$ cat src/opmode_pkg.sv
// constants, field positions and mode codes of the operating-mode controller
// assumes a single 250 MHz clock and pin inputs already level-shifted
package opmode_pkg;
  localparam int CLK_MHZ = 250;
  // interrupt pulse time in microseconds and its cycle count
  localparam int INT_PULSE_US = 56;
  localparam int INT_PULSE_CYCLES = INT_PULSE_US * CLK_MHZ;
  // reset hold after power rise in milliseconds and its cycle count
  localparam int RESET_HOLD_MS = 2;
  localparam int RESET_HOLD_CYCLES = RESET_HOLD_MS * 1000 * CLK_MHZ;
  localparam int HOLD_WIDTH = 20;
  // positions inside the synchronised pin vector
  localparam int SYNC_WIDTH = 9;
  localparam int PIN_LIN_TX_ENTRY = 0;
  localparam int PIN_LIN_TX_EXIT = 1;
  localparam int PIN_CAN_TX_ENTRY = 2;
  localparam int PIN_CAN_TX_EXIT = 3;
  localparam int PIN_STRAP = 4;
  localparam int PIN_CS_N = 5;
  localparam int PIN_LOAD_RISE = 6;
  localparam int PIN_LOAD_FALL = 7;
  localparam int PIN_SUPPLY_LOW = 8;
  // reset values
  localparam logic PERMIT_RESET = 1'b1;
  localparam logic [SYNC_WIDTH-1:0] SYNC_RESET = 9'h020;
  localparam int WARN_WIDTH = 4;
  localparam logic [WARN_WIDTH-1:0] WARN_OFF = 4'h0;
  typedef enum logic [4:0] {
    M_POWERUP = 5'h01,
    M_ACTIVE = 5'h02,
    M_CAN_FLASH = 5'h04,
    M_LIN_FLASH = 5'h08,
    M_STANDBY = 5'h10
  } mode_t;
endpackage

$ cat src/pin_sync.sv
// two-flop synchroniser for a vector of pin levels
// assumes every bit is an independent slow level
`timescale 1ns/10ps
`default_nettype none
module pin_sync
#(
  parameter int WIDTH = 1,
  parameter logic [WIDTH-1:0] INIT = '0
)
(
  input wire logic clk,
  input wire logic reset,
  input wire logic [WIDTH-1:0] din,
  output logic [WIDTH-1:0] dout
);
  logic [WIDTH-1:0] stage;

  // first stage feeds only the second
  always_ff @(posedge clk or posedge reset)
  begin
    if (reset)
    begin
      stage <= INIT;
      dout <= INIT;
    end
    else
    begin
      stage <= din;
      dout <= stage;
    end
  end
endmodule // pin_sync
`default_nettype wire

$ cat src/int_pulse.sv
// active-low interrupt pulse of fixed length, retriggered by a new event
// assumes trig is a one-cycle pulse on clk
`timescale 1ns/10ps
`default_nettype none
module int_pulse
#(
  parameter int CYCLES = 14000
)
(
  input wire logic clk,
  input wire logic reset,
  input wire logic trig,
  output logic pin_n
);
  localparam int CW = $clog2(CYCLES + 1);
  localparam logic [CW-1:0] LOAD = CW'(CYCLES);
  logic [CW-1:0] count;
  logic [CW-1:0] next_count;

  // load on event, count down while low
  always_comb
  begin
    next_count = count;
    if (trig)
      next_count = LOAD;
    else if (count != '0)
      next_count = count - 1'b1;
  end

  always_ff @(posedge clk or posedge reset)
  begin
    if (reset)
    begin
      count <= '0;
      pin_n <= 1'b1;
    end
    else
    begin
      count <= next_count;
      pin_n <= (next_count == '0);
    end
  end
endmodule // int_pulse
`default_nettype wire

$ cat src/operating_mode_controller.sv
// operating-mode controller: flash, debug and regulator-on standby modes,
// watchdog gating and the three active-low interrupt pins
// assumes comparator levels on pins, SPI command fields on clk decoded
//
// Operation
// raised LIN TX pin enters CAN flash; raised CAN TX enters LIN flash
// watchdog kept disabled in either flash mode
// CAN flash entry sets transceiver ready request and moves to normal
// watchdog permit writable only in CAN flash; cleared stays cleared (code accepts a write of 1 again in CAN flash)
// LIN flash entry sets the LIN fast-rate enable
// standby command ignored while in either flash mode
// flash exit gives no reset pulse and starts a long open window
// far side never raises both transmit pins together
// debug status reads 1 in debug, 0 in normal; watchdog off
// microcontroller should read debug status after cold start and wake
// strap high at power rise, then low after hold, gives debug
// leave request in debug returns to normal, long window, bit stays
// leave request in normal mode changes nothing
// standby entered at chip-select rise ending command; long window
// standby watchdog off when load low, or at entry with bypass
// bypass settable only in command after unlock; unlock auto-clears
// standby switches off power outputs and both transmitters (code drives only OUTPUTS_OFF; no transmitter control)
// load rise in standby keeps standby, long window, no interrupt
// LIN pin pulses on standby wake except wake by CAN
// CAN pin pulses on transceiver change and silence timeout
// active-mode supply warning on interrupt pin unless level is 0
// standby interrupt on timer start, silence timeout and wake
// every interrupt pulse timed by a fixed cycle count
`timescale 1ns/10ps
`default_nettype none
module operating_mode_controller
  import opmode_pkg::*;
#(
  parameter int PULSE_CYCLES = INT_PULSE_CYCLES,
  parameter int HOLD_CYCLES = RESET_HOLD_CYCLES
)
(
  input wire logic CLK,
  input wire logic RESET,
  input wire logic LIN_TX_ABOVE_ENTRY,
  input wire logic LIN_TX_BELOW_EXIT,
  input wire logic CAN_TX_ABOVE_ENTRY,
  input wire logic CAN_TX_BELOW_EXIT,
  input wire logic DEBUG_STRAP_INPUT,
  input wire logic CHIP_SELECT_N,
  input wire logic LOAD_ABOVE_RISE,
  input wire logic LOAD_BELOW_FALL,
  input wire logic SUPPLY_BELOW_WARNING,
  input wire logic [WARN_WIDTH-1:0] SUPPLY_EARLY_WARNING_LEVEL,
  input wire logic CMD_DONE,
  input wire logic CMD_STANDBY,
  input wire logic CMD_SET_UNLOCK,
  input wire logic CMD_WRITE_BYPASS,
  input wire logic CMD_BYPASS_VALUE,
  input wire logic CMD_WRITE_PERMIT,
  input wire logic CMD_PERMIT_VALUE,
  input wire logic CMD_WRITE_LEAVE,
  input wire logic CMD_LEAVE_VALUE,
  input wire logic WAKE_EVENT,
  input wire logic WAKE_BY_CAN,
  input wire logic CAN_MODE_CHANGE,
  input wire logic CAN_SILENCE_TIMEOUT,
  input wire logic CAN_SILENCE_IRQ_MASK,
  input wire logic FLAG_CLEAR,
  input wire logic TIMER_ON_START,
  output logic RESET_OUT_N,
  output logic DEBUG_ACTIVE,
  output logic DEBUG_LEAVE_REQUEST,
  output logic WATCHDOG_PERMIT,
  output logic WATCHDOG_RUN,
  output logic LONG_OPEN_WINDOW,
  output logic CAN_TRANSCEIVER_READY_REQUEST,
  output logic CAN_TRANSCEIVER_NORMAL,
  output logic LIN_FAST_RATE_ENABLE,
  output logic FLASH_ACTIVE,
  output logic STANDBY_ACTIVE,
  output logic OUTPUTS_OFF,
  output logic CONFIG_UNLOCK,
  output logic CURRENT_MONITOR_BYPASS,
  output logic CAN_SILENCE_TIMEOUT_FLAG,
  output logic LIN_RECEIVE_INTERRUPT_PIN,
  output logic CAN_RECEIVE_INTERRUPT_PIN,
  output logic INTERRUPT_OUT_N
);
  localparam logic [HOLD_WIDTH-1:0] HOLD_LOAD = HOLD_WIDTH'(HOLD_CYCLES);
  logic [SYNC_WIDTH-1:0] pins;
  logic cs_prev, low_prev, standby_pending, wd_quiet;
  logic next_standby_pending, next_wd_quiet;
  logic [HOLD_WIDTH-1:0] hold, next_hold;
  logic strap_seen, next_strap_seen;
  mode_t mode, next_mode;
  logic next_reset_out_n, next_debug, next_leave, next_permit, next_run;
  logic next_lwo, next_ready, next_normal, next_fast, next_unlock;
  logic next_bypass, next_flag;
  logic cs_rise, lin_trig, can_trig, interrupt_out_n_trig, silence_irq;
  ////////////////////////////////////////////////////////////////////////
  // pin synchronisers
  pin_sync #(.WIDTH(SYNC_WIDTH), .INIT(SYNC_RESET)) sync_i (
    .clk(CLK), .reset(RESET), .dout(pins),
    .din({SUPPLY_BELOW_WARNING, LOAD_BELOW_FALL, LOAD_ABOVE_RISE,
          CHIP_SELECT_N, DEBUG_STRAP_INPUT, CAN_TX_BELOW_EXIT,
          CAN_TX_ABOVE_ENTRY, LIN_TX_BELOW_EXIT, LIN_TX_ABOVE_ENTRY}));

  // chip-select rise ends a command frame
  assign cs_rise = pins[PIN_CS_N] && !cs_prev;
  assign silence_irq = CAN_SILENCE_TIMEOUT && CAN_SILENCE_IRQ_MASK;
  ////////////////////////////////////////////////////////////////////////
  // mode sequencing and control bits
  always_comb
  begin
    next_mode = mode;
    next_hold = hold;
    next_strap_seen = strap_seen;
    next_reset_out_n = RESET_OUT_N;
    next_debug = DEBUG_ACTIVE;
    next_leave = DEBUG_LEAVE_REQUEST;
    next_permit = WATCHDOG_PERMIT;
    next_lwo = 1'b0;
    next_ready = CAN_TRANSCEIVER_READY_REQUEST;
    next_normal = CAN_TRANSCEIVER_NORMAL;
    next_fast = LIN_FAST_RATE_ENABLE;
    next_unlock = CONFIG_UNLOCK;
    next_bypass = CURRENT_MONITOR_BYPASS;
    next_standby_pending = standby_pending;
    next_wd_quiet = wd_quiet;
    // command fields take effect as each command completes
    if (CMD_DONE)
    begin
      next_unlock = CMD_SET_UNLOCK;
      if (CMD_WRITE_BYPASS && (CONFIG_UNLOCK || !CMD_BYPASS_VALUE))
        next_bypass = CMD_BYPASS_VALUE;
      if (CMD_WRITE_PERMIT && mode == M_CAN_FLASH)
        next_permit = CMD_PERMIT_VALUE;
      if (CMD_WRITE_LEAVE)
      begin
        next_leave = CMD_LEAVE_VALUE;
        if (CMD_LEAVE_VALUE && DEBUG_ACTIVE)
        begin
          next_debug = 1'b0;
          next_lwo = 1'b1;
        end
      end
      next_standby_pending = CMD_STANDBY;
    end
    unique case (mode)
      M_POWERUP:
      begin
        // hold reset low, latch strap, release once strap is low
        if (pins[PIN_STRAP])
          next_strap_seen = 1'b1;
        if (hold != '0)
          next_hold = hold - 1'b1;
        else if (!pins[PIN_STRAP])
        begin
          next_reset_out_n = 1'b1;
          next_debug = strap_seen;
          next_lwo = 1'b1;
          next_mode = M_ACTIVE;
        end
      end
      M_ACTIVE:
      begin
        // both pins raised is illegal; no flash entry then
        if (pins[PIN_LIN_TX_ENTRY] && !pins[PIN_CAN_TX_ENTRY])
        begin
          next_mode = M_CAN_FLASH;
          next_ready = 1'b1;
          next_normal = 1'b1;
        end
        else if (pins[PIN_CAN_TX_ENTRY] && !pins[PIN_LIN_TX_ENTRY])
        begin
          next_mode = M_LIN_FLASH;
          next_fast = 1'b1;
        end
        else if (cs_rise && standby_pending)
        begin
          next_mode = M_STANDBY;
          next_lwo = 1'b1;
          next_standby_pending = 1'b0;
          next_wd_quiet = CURRENT_MONITOR_BYPASS;
        end
      end
      M_CAN_FLASH, M_LIN_FLASH:
      begin
        // standby command is dropped here
        if (cs_rise)
          next_standby_pending = 1'b0;
        if ((mode == M_CAN_FLASH && pins[PIN_LIN_TX_EXIT]) ||
            (mode == M_LIN_FLASH && pins[PIN_CAN_TX_EXIT]))
        begin
          next_mode = M_ACTIVE;
          next_lwo = 1'b1;
        end
      end
      M_STANDBY:
      begin
        if (WAKE_EVENT)
        begin
          next_mode = M_ACTIVE;
          next_lwo = 1'b1;
          next_wd_quiet = 1'b0;
        end
        else if (pins[PIN_LOAD_RISE] && wd_quiet)
        begin
          next_wd_quiet = 1'b0;
          next_lwo = 1'b1;
        end
        else if (pins[PIN_LOAD_FALL] && !wd_quiet)
          next_wd_quiet = 1'b1;
      end
    endcase
    // watchdog runs only in active or non-quiet standby
    next_run = next_permit && !next_debug &&
      (next_mode == M_ACTIVE ||
       (next_mode == M_STANDBY && !next_wd_quiet));
  end

  // silence flag: a new timeout wins over a clear
  assign next_flag = CAN_SILENCE_TIMEOUT ||
    (CAN_SILENCE_TIMEOUT_FLAG && !FLAG_CLEAR);

  always_ff @(posedge CLK or posedge RESET)
  begin
    if (RESET)
    begin
      mode <= M_POWERUP;
      hold <= HOLD_LOAD;
      strap_seen <= 1'b0;
      RESET_OUT_N <= 1'b0;
      DEBUG_ACTIVE <= 1'b0;
      DEBUG_LEAVE_REQUEST <= 1'b0;
      WATCHDOG_PERMIT <= PERMIT_RESET;
      WATCHDOG_RUN <= 1'b0;
      LONG_OPEN_WINDOW <= 1'b0;
      CAN_TRANSCEIVER_READY_REQUEST <= 1'b0;
      CAN_TRANSCEIVER_NORMAL <= 1'b0;
      LIN_FAST_RATE_ENABLE <= 1'b0;
      FLASH_ACTIVE <= 1'b0;
      STANDBY_ACTIVE <= 1'b0;
      OUTPUTS_OFF <= 1'b0;
      CONFIG_UNLOCK <= 1'b0;
      CURRENT_MONITOR_BYPASS <= 1'b0;
      CAN_SILENCE_TIMEOUT_FLAG <= 1'b0;
      standby_pending <= 1'b0;
      wd_quiet <= 1'b0;
      cs_prev <= 1'b1;
      low_prev <= 1'b0;
    end
    else
    begin
      mode <= next_mode;
      hold <= next_hold;
      strap_seen <= next_strap_seen;
      RESET_OUT_N <= next_reset_out_n;
      DEBUG_ACTIVE <= next_debug;
      DEBUG_LEAVE_REQUEST <= next_leave;
      WATCHDOG_PERMIT <= next_permit;
      WATCHDOG_RUN <= next_run;
      LONG_OPEN_WINDOW <= next_lwo;
      CAN_TRANSCEIVER_READY_REQUEST <= next_ready;
      CAN_TRANSCEIVER_NORMAL <= next_normal;
      LIN_FAST_RATE_ENABLE <= next_fast;
      FLASH_ACTIVE <= next_mode inside {M_CAN_FLASH, M_LIN_FLASH};
      STANDBY_ACTIVE <= next_mode == M_STANDBY;
      OUTPUTS_OFF <= next_mode == M_STANDBY;
      CONFIG_UNLOCK <= next_unlock;
      CURRENT_MONITOR_BYPASS <= next_bypass;
      CAN_SILENCE_TIMEOUT_FLAG <= next_flag;
      standby_pending <= next_standby_pending;
      wd_quiet <= next_wd_quiet;
      cs_prev <= pins[PIN_CS_N];
      low_prev <= pins[PIN_SUPPLY_LOW];
    end
  end
  ////////////////////////////////////////////////////////////////////////
  // interrupt pin events
  assign lin_trig = mode == M_STANDBY && WAKE_EVENT && !WAKE_BY_CAN;
  assign can_trig = CAN_MODE_CHANGE || silence_irq;
  assign interrupt_out_n_trig =
    (mode == M_ACTIVE && pins[PIN_SUPPLY_LOW] && !low_prev &&
     SUPPLY_EARLY_WARNING_LEVEL != WARN_OFF) ||
    (mode == M_STANDBY &&
     (TIMER_ON_START || silence_irq || WAKE_EVENT));

  int_pulse #(.CYCLES(PULSE_CYCLES)) lin_pulse_i (.clk(CLK), .reset(RESET),
    .trig(lin_trig), .pin_n(LIN_RECEIVE_INTERRUPT_PIN));
  int_pulse #(.CYCLES(PULSE_CYCLES)) can_pulse_i (.clk(CLK), .reset(RESET),
    .trig(can_trig), .pin_n(CAN_RECEIVE_INTERRUPT_PIN));
  int_pulse #(.CYCLES(PULSE_CYCLES)) interrupt_out_n_pulse_i (.clk(CLK), .reset(RESET),
    .trig(interrupt_out_n_trig), .pin_n(INTERRUPT_OUT_N));
endmodule // operating_mode_controller
`default_nettype wire

$ cat config.mk
export PLATFORM = sky130hd
export DESIGN_NAME = operating_mode_controller
export DESIGN_NICKNAME = d
export VERILOG_FILES = /design/src/opmode_pkg.sv /design/src/pin_sync.sv /design/src/int_pulse.sv /design/src/operating_mode_controller.sv
export SDC_FILE = /design/constraint.sdc
export NUM_CORES = 1
export LEC_CHECK = 0
export BUFFER_PORTS_ARGS = -buffer_cell sky130_fd_sc_hd__buf_2
export CAP_MARGIN = 20
export CORE_UTILIZATION = 54
export CTS_CLUSTER_SIZE = 25
export DETAILED_ROUTE_END_ITERATION = 16
export PLACE_DENSITY = 0.72
export SLEW_MARGIN = 0
export SYNTH_ARGS = -nofsm -noshare
export SYNTH_HDL_FRONTEND = slang
export SYNTH_SLANG_ARGS = --single-unit
export TNS_END_PERCENT = 1
$ cat constraint.sdc
create_clock -name CLK -period 3.4 [get_ports CLK]
set_clock_uncertainty 0.05 [all_clocks]
set_input_delay 0.68 -clock CLK [delete_from_list [all_inputs] [get_ports CLK]]
set_output_delay 0.68 -clock CLK [all_outputs]
set_load 0.005 [all_outputs]
* Yosys cells after proc, flatten, opt, wreduce, memory -nomap -nowiden
Index checks and enable logic that the tools add are counted.
Word-level totals: RAM bits 0, bits of input ports 31, output and inout bits 18, bits in registers 106, memory bits (read-only) 0, word-level logic and storage cells 148, memories 0, latch bits 0
Cells by class: $lt $le $gt $ge 0, bitwise operators 3, $add $sub $neg 4, shift-type cells 0, multipliers 0, reduce and logical (&&, ||, !) cells 57, div/mod/pow operators 0, equal/unequal tests 9, multiplexer cells 47
Operator list (count):
- $mux 14 | 6
- $logic_not 14->1 | 3
- $reduce_bool 14->1 | 3
- $sub 14x1->14 const B | 3
- $mux 5 | 7
- $mux 1 | 30
- $logic_and 1x1->1 | 22
- $pmux 5 s4 | 1
- $reduce_bool 20->1 | 1
- $sub 20x1->20 const B | 1
- $eq 5x2->1 const B | 2
- $eq 5x3->1 const B | 2
- $eq 5x4->1 const B | 2
- $eq 5x5->1 const B | 2
- $logic_not 1->1 | 10
- $reduce_and 2->1 | 5
- $logic_or 1x1->1 | 8
- $reduce_and 3->1 | 2
- $eq 5x1->1 const B | 1
- $pmux 1 s2 | 2
- $pmux 1 s4 | 1
- $reduce_bool 4->1 | 1
- $not 1->1 | 3
- $reduce_bool 2->1 | 1
- $reduce_or 2->1 | 1

* Depth between registers and ports, before layout
Gate-level depths: netlist of the first run.
depth after elaboration 11, mapped depth 8

* By module
Synthesis of the first run repeated with hierarchy kept, for this count alone.
Unflattened totals: cell total of the unflattened synthesis 537, area total of the unflattened synthesis 5560.3 um2
By module, submodules not included:
- operating_mode_controller | seq. area each 1088.5 um2, area an instance 2179.6 um2, cells each 212, instances 1
- int_pulse at can_pulse_i ... | seq. area each 376.6 um2, area an instance 970.9 um2, cells each 102, instances 2
- int_pulse at lin_pulse_i | seq. area each 376.6 um2, area an instance 982.2 um2, cells each 102, instances 1
- pin_sync | seq. area each 452.9 um2, area an instance 456.7 um2, cells each 19, instances 1

* Worst setup path before layout of the first run
No wires, ideal clock.
path kind reg2reg, start register hold[10], end register FLASH_ACTIVE, arrival time 2.408 ns, buffers on the path 0, cell stages (with the launch flop) 7, setup slack 0.831 ns, data required time 3.239 ns, clock period less this slack 2.569 ns, cells stage by stage dfrtp_1 -> or4_4 -> or4_4 -> nor3_4 -> o211ai_2 -> a211o_1 -> a2111oi_2
On the way: word-level cells in the longest chain between the ends 5, elaborated cells on any way between the ends 6, classes of those cells eq/ne: 2; mux: 2; reduce/logical: 2
RTL lines:
- start: declaration | RTL line operating_mode_controller.sv:89 | logic [HOLD_WIDTH-1:0] hold, next_hold;
- start signal: assignment | RTL line operating_mode_controller.sv:252 | hold <= next_hold;
- $reduce_bool 20->1 * | RTL line operating_mode_controller.sv:151 | if (hold != '0)
- $mux 5 * | RTL line operating_mode_controller.sv:151
- $pmux 5 s4 * | RTL line operating_mode_controller.sv:145 | unique case (mode)
- $eq 5x3->1 / $eq 5x4->1 (equally long branches) | RTL line operating_mode_controller.sv:263 | FLASH_ACTIVE <= next_mode inside {M_CAN_FLASH, M_LIN_FLASH};
- $reduce_bool 2->1 * | RTL line operating_mode_controller.sv:263
- end signal: assignment | RTL line operating_mode_controller.sv:263
- end: declaration | RTL line operating_mode_controller.sv:75 | output logic FLASH_ACTIVE,
Every way passes the cells marked *; elsewhere a longest branch is shown, timed or not. A chain may end at the register's enable or synchronous reset.

* Worst setup path after layout of the first run
start register lin_pulse_i.count[0], end register lin_pulse_i.pin_n
On the way: word-level cells in the longest chain between the ends 4, elaborated cells on any way between the ends 5, classes of those cells add/sub: 1; mux: 2; reduce/logical: 2
RTL lines:
- start: declaration | RTL line int_pulse.sv:17 | logic [CW-1:0] count;
- start signal: assignment | RTL line int_pulse.sv:39 | count <= next_count;
- $sub 14x1->14 / $reduce_bool 14->1 (equally long branches) | RTL line int_pulse.sv:27, int_pulse.sv:26
- $mux 14 * | RTL line int_pulse.sv:26 | else if (count != '0)
- $mux 14 * | RTL line int_pulse.sv:24 | if (trig)
- $logic_not 14->1 * | RTL line int_pulse.sv:40 | pin_n <= (next_count == '0);
- end signal: assignment | RTL line int_pulse.sv:40
- end: declaration | RTL line int_pulse.sv:13 | output logic pin_n
Marked as above.

==> results of run 1 <==
registers in the layout, indices dropped and copies added (netlist names), 5 cells and up:
register / flops
hold: 20
sync_i.stage: 9
sync_i.dout: 9
lin_pulse_i.count: 14
mode: 5
interrupt_out_n_pulse_i.count: 14
can_pulse_i.count: 14
critical path, delay by kind of cell (launching register included):
family,cells,cell delay [ns]
DFF,1,0.43
buffers and inverters,1,0.13
and+or+nand+nor,4,1.62
adders and majority gates,1,0.30
AOI/OAI and AO/OA,1,0.22
layer usage:
metal,GRT usage (%),vias up
met3,4.76,12
met4,8.03,0
met2,37.4,94
met1,32.6,2035
li1,-,2014
met5,0,-
cells in the final DEF, fill, tap and decap left out, drive strengths merged, types with 5 or more instances in the layout:
master	n
nand3b	6
inv	20
or4	9
o21ai	17
a2111oi	5
nand2b	13
nor4	19
a211oi	5
buf	51
nand4	6
nand2	44
o211ai	7
dfrtp	91
dfstp	15
a31oi	5
o21bai	8
mux2i	7
or3	16
xnor2	19
ha	8
and2	7
clkbuf	10
nor2	50
and3	6
a21oi	16
xor2	19
nand3	14
nor3	27
nor4b	6
cells by family after synthesis:
family                   count (synthesis)  synth area share [%]
buffers and inverters                   33                  2.90
adder cells (fa/ha/maj)                 10                  2.25
XOR/XNOR                                38                  6.23
flip-flops                             106                  50.0
AO/OA/AOI/OAI                           89                  11.7
multiplexers                            11                  2.15
AND/OR/NAND/NOR                        242                  24.8
path summary, 6_finish.rpt:
kind / from / to / slack (ns) / cells after the start
min in group asynchronous: RESET / low_prev / 0.38 / 2
hold reg to reg: sync_i.stage[1] / sync_i.dout[1] / 0.31 / 0
max in group asynchronous: RESET / hold[13] / 2.09 / 3
setup reg to reg: lin_pulse_i.count[0] / lin_pulse_i.pin_n / 0.56 / 7
hold / removal: sync_i.stage[1] / sync_i.dout[1] / 0.31 / 0
setup / recovery: lin_pulse_i.count[0] / lin_pulse_i.pin_n / 0.56 / 7
power by group:
part | leakage (uW) | switching (uW) | total (uW) | internal [uW]
clock network | 0.000121 | 422 | 915 | 493
registers | 0.00123 | 224 | 1660 | 1440
logic | 0.00118 | 523 | 922 | 399
total | 0.00253 | 1170 | 3500 | 2330
cell type report:
cell class / instances / area (sq um)
repair buffers: 51 / 275
well taps: 129 / 161
inverters: 19 / 75.1
multi-input cells: 390 / 2520
clock inverters: 6 / 113
clock buffers: 10 / 128
flip-flops and latches: 106 / 2670
fillers: 765 / 3470
metrics by stage:
step,hold slack [ns],setup slack (ns),instance area [sq um],utilization [%],instances
2_1_floorplan,0.281,0.831,5350,-,529
3_5_place_dp,0.286,0.647,5700,60.6,695
4_1_cts,0.309,0.607,5940,63.1,711
5_1_grt,0.316,0.397,5940,63.1,711
6_report,0.307,0.563,5940,63.1,711
3_3_place_gp,0.282,0.737,5700,60.6,695
==> reports/results.env, run 1 <==
SYN-MEAN-INSTANCE-AREA_SQ_UM=10.1
ANTENNA_VIOLATIONS_BEFORE_REPAIR=0
CRITICAL_PATH.CELL_CHAIN='inv_1 -> ha_1 -> or4b_2 -> or4_1 -> a21oi_1 -> nand4_1 -> nor4_1'
FINALPOWER_uW=3500
POSTSYNTH.TOPFLOPCELL='dfrtp_1'
GLOBALROUTEOVERFLOWTOTAL=0
POSTSYNTHNETCOUNT=568
CORE.ROWCOUNT=35
NUMBER_OF_BUFFERS_INSERTED_DURING_CLOCK_TREE_SYNTHESIS=9
PLACE.DETAILED.HPWL_MICRONS=7900
PIN_COUNT_OF_THE_BIGGEST_NET_ENTERING_GLOBAL_ROUTING=73
ANTENNA_VIOLATING_NETS_POST_ROUTE=0
DRTPASS1ITERATIONS=5
SYNTHESIS.AREA_SQ_MM=0.00535
SLOWEST_DELAY_NS=0.69
CTS_SETUP_BUFFERS=0
VIA_TOTAL_AFTER_DETAILED_ROUTING=4155
VDD_IR_DROP_MAX_mV=0.358
POST_CTS_RESIZE_COUNT=0
NUMBER_OF_GLOBAL_ROUTE_VIAS_BEFORE_REPAIR=4077
MIN-DELAY-PATH-CLASS='flop to flop'
SYN_TO_FINAL_GROWTH_PCT=11.2
NORMALIZED_MAX_SLEW_MARGIN_PCT=47.4
HIGHEST-SIGNAL-LAYER='met4'
MAX_CAP_VIOLATIONS=0
DRC_ERRORS=0
WL_MET2_MICRONS=5190
TIMING_WORST_SETUP_PATH_TYPE='flop to flop'
SYN_INST=529
CORE_AREA_SQ_MM=0.00942
GRTUSAGETOTAL_PCT=23.6
SYNTH-ASYNC-RESET-RATIO_PCT=100
SETUP_VIOL_COUNT_FINAL=0
SYNTH_ENABLE_FLOP_CELLS=0
INITIAL_UTIL_PCT=56.8
CP.REQUIRED_NS=3.63
FINALHOLDVIOLCOUNT=0
GRT_FIRST_PASS_WIRELENGTH_MICRONS=18900
POSTCTSHOLDBUFS=0
SYNTH-WARNING-COUNT=0
SYNTH_TOP_CELL_AREA_SHARE_PCT=42.6
ENDPOINT_KIND='flop'
DIE_W_MICRONS=101
CLOCK_TREE_FROM_TRITONCTS='done'
POSTSYNTHREGISTERBITS=106
STARTPOINT_TYPE='flop'
SYNTH.CELLS.MOST_FREQUENT='dfrtp_1, nor2_1, nand2_1'
FINAL_MIN_PERIOD_OVER_CLOCK_PERIOD_PCT=83.4
FINAL_LAYOUT_SIZE_SUFFIX_GT1_SHARE_PCT=17.7
WL_PER_CELL_MICRONS=15.3
FINAL_PERIOD_MINUS_WORST_SETUP_SLACK_NS=2.84
ROUTED_WL_MET3_MICRONS=412
CELLPOWERDENSITY_mW_PER_MM2=589
FIN_NETS=616
CLK_PIN_SLEW_NS=0.09
IO-PIN-COUNT=49
FMAX_GHz=0.353
STATIC_LEAKAGE_uW=0.00253
CTS_HTREE_LEVELS=3
FLOORPLAN.DIE.HEIGHT_MICRONS=101
DRT_WL_TOTAL_MICRONS=10900
YOSYSSEQAREASHARE_PCT=50.0
HIGHEST_DELAY_CELL_ALONG_THE_CRITICAL_PATH='or4b_2'
DETAILEDROUTE.FIRSTITERATIONVIOLATIONS=212
CRIT_FANOUT=8
CTS_NUM_SINKS=106
FINAL_NUMBER_OF_MAX_TRANSITION_VIOLATIONS=0
CLOCKBUFFERDEPTH=2
PLACEMENT.IO_BUFFERS=48
YOSYSUNIQUECELLTYPES=71
DIE_AREA_SQ_MM=0.0103
CTS_ROOT_BUFFER='clkbuf_8'
GP_ROUTABILITY_CONGESTION=0.908
VIAS_PER_CELL=5.84
STATUS='complete, no violations'
SOURCE_TO_SINK_CLOCK_DELAY_AT_THE_LATER_PIN_OF_THE_WORST_SKEW_PAIR_NS=0.37
SYNTHMOSTINSTANTIATEDCELL='dfrtp_1'
WORST_SLEW_PIN_SLEW_NS=0.769
ANTENNA_CELLS_INSERTED=0
MET1_LENGTH_MICRONS=5150
SYNTHTOPCELLSBYAREA='dfrtp_1, dfstp_2, nor2_1'
RSZ0062_AT_GRT='no'
NETLIST.TOP_CELL.BY_AREA='dfrtp_1'
FIN_SETUP_TNS_NS=0
CP.ARRIVAL_NS=3.06
(Power assumes the default switching activity.)
==> run 2, diff against run 1 <==
==> constraint.sdc (replaced) <==
create_clock -name CLK -period 2.4 [get_ports CLK]
set_clock_uncertainty 0.05 [all_clocks]
set_input_delay 0.48 -clock CLK [delete_from_list [all_inputs] [get_ports CLK]]
set_output_delay 0.48 -clock CLK [all_outputs]
set_load 0.005 [all_outputs]
==> reports/results.env, run 2 (synthesis gave the netlist of run 1 again) <==
FLOORPLAN.DIE.HEIGHT_MICRONS=101
COMBINED_BUFFER_AND_INVERTER_COUNT_ALONG_THE_CRITICAL_PATH=1
FMAX_GHz=0.406
CP.REQUIRED_NS=2.62
DETAILEDROUTE.FIRSTITERATIONVIOLATIONS=340
NUMBER_OF_GLOBAL_ROUTE_VIAS_BEFORE_REPAIR=4254
CRITICAL_PATH.CELL_CHAIN='or4_4 -> or4_4 -> nor3_4 -> buf_4 -> o211a_1 -> o211ai_1 -> a2111oi_2'
PIN_COUNT_OF_THE_BIGGEST_NET_ENTERING_GLOBAL_ROUTING=51
LARGEST_REGISTER_FF_COUNT=20
HIGHEST_DELAY_CELL_ALONG_THE_CRITICAL_PATH='or4_4'
CP.ARRIVAL_NS=2.68
INITIAL_UTIL_PCT=56.8
VIA_TOTAL_AFTER_DETAILED_ROUTING=4450
FIN_NETS=677
PATH_DELAY_FAMILY='simple AND/OR/NAND/NOR gates'
CELLPOWERDENSITY_mW_PER_MM2=804
DIE_W_MICRONS=101
ENDPOINT_KIND='flop'
ANTENNA_VIOLATIONS_BEFORE_REPAIR=0
FINAL-INSTANCE-COUNT-EXCL-FILL=772
CLOCKBUFFERDEPTH=2
POST-ROUTE-WORST-SETUP-SLACK_NS=-0.0607
DRTPASS1ITERATIONS=5
TIMING_WORST_SETUP_PATH_TYPE='flop to flop'
GRT_FIRST_PASS_WIRELENGTH_MICRONS=20100
DRT_WL_TOTAL_MICRONS=12000
STATIC_LEAKAGE_uW=0.00286
CORE_AREA_SQ_MM=0.00942
CTS_ROOT_BUFFER='clkbuf_8'
PLACEMENT.IO_BUFFERS=48
SOURCE_TO_SINK_CLOCK_DELAY_AT_THE_LATER_PIN_OF_THE_WORST_SKEW_PAIR_NS=0.38
WL_PER_CELL_MICRONS=15.5
FINAL_NUMBER_OF_MAX_TRANSITION_VIOLATIONS=0
CTS_HTREE_LEVELS=3
FIN_SETUP_TNS_NS=-0.109
DRC_ERRORS=0
CTS_NUM_SINKS=106
WORST_SLEW_PIN_SLEW_NS=0.600
ANTENNA_VIOLATING_NETS_POST_ROUTE=0
FINAL_LAYOUT_SIZE_SUFFIX_GT1_SHARE_PCT=28.1
NUMBER_OF_BUFFERS_INSERTED_DURING_CLOCK_TREE_SYNTHESIS=9
LAYOUT.CELLS.MOST_COMMON='dfrtp_1'
MIN-DELAY-PATH-CLASS='input port to asynchronous set/reset pin'
CORE.ROWCOUNT=35
FINAL_PERIOD_MINUS_WORST_SETUP_SLACK_NS=2.46
GRTUSAGETOTAL_PCT=25.1
ANTENNA_CELLS_INSERTED=0
GP_ROUTABILITY_CONGESTION=0.904
POSTCTSHOLDBUFS=0
RSZ0062_AT_GRT='yes'
FINALHOLDVIOLCOUNT=0
DIE_AREA_SQ_MM=0.0103
STARTPOINT_TYPE='flop'
SLOWEST_DELAY_NS=0.53
MAX_CAP_VIOLATIONS=0
PLACEDCELLCOUNT=756
VIOLATIONS='negative setup slack'
STATUS='finished with violations'
SYN_TO_FINAL_GROWTH_PCT=21.5
NORMALIZED_MAX_SLEW_MARGIN_PCT=59.5
FINAL_CELL_MIX='dfrtp_1, buf_4, nor2_1, buf_2, nand2_1'
VDD_IR_DROP_MAX_mV=0.518
CRIT_FANOUT=3
FINAL_MIN_PERIOD_OVER_CLOCK_PERIOD_PCT=103
WORST_PATH_MOST_REPEATED_CELL='or4_4'
SETUP_VIOL_COUNT_FINAL=2
VIAS_PER_CELL=5.76
PLACE.DETAILED.HPWL_MICRONS=8870
IO-PIN-COUNT=49
CLK_PIN_SLEW_NS=0.10
CLOCK_TREE_FROM_TRITONCTS='done'
TOP_REGISTER='hold'
GLOBALROUTEOVERFLOWTOTAL=0
run 2: where the power goes:
part / switching (uW) / total (uW) / internal [uW]
sequential: 176 / 2210 / 2030
combinational: 973 / 1780 / 808
clock: 628 / 1230 / 603
run 2: final timing paths:
path | endpoint | slack (ns) | start | cells after the start
setup / recovery | FLASH_ACTIVE | -0.06 | hold[10] | 7
hold / removal | sync_i.stage[8] | 0.06 | RESET | 2
setup reg to reg | FLASH_ACTIVE | -0.06 | hold[10] | 7
hold reg to reg | sync_i.dout[6] | 0.31 | sync_i.stage[6] | 0
max in group asynchronous | lin_pulse_i.pin_n | 1.57 | RESET | 3
min in group CLK | sync_i.stage[5] | 0.14 | CHIP_SELECT_N | 1
run 2: per-layer routing:
metal	vias up	track usage (%)	share of wire, %	wire length [microns]
met1	2193	34.1	45	5370
met2	113	40.5	49	5820
met5	-	0	0	0
met3	15	5.38	5.1	610
li1	2129	-	-	-
met4	0	8.36	1.3	153
run 2: through the flow:
step | setup WS, ns | cell area, sq um | hold WS, ns | util (%) | power [uW]
3_3_place_gp | -0.0778 | 6170 | 0.283 | 65.6 | 3900
6_report | -0.0607 | 6490 | 0.0593 | 69.0 | 5220
3_5_place_dp | -0.123 | 6170 | 0.285 | 65.6 | 3960
4_1_cts | -0.0664 | 6440 | 0.0592 | 68.4 | 5210
5_1_grt | -0.150 | 6490 | 0.0838 | 69.0 | 5520
2_1_floorplan | -0.169 | 5350 | 0.281 | - | 3310
run 2: layout make-up:
type	count	area [sq um]
fill	738	2920
inverter	19	75.1
tap	129	161
clock buffer	10	128
multi-input combinational	390	2620
clock inverter	6	96.3
sequential	106	2670
timing repair buffer	112	746
run 2: repair_timing:
action                                  CTS  global route
cloned                                    0             0
setup buffers                             0             0
gates resized for setup                   8            12
endpoints found under the hold margin     0             0
pin swaps                                 6             0
endpoints found under the setup margin    6            14
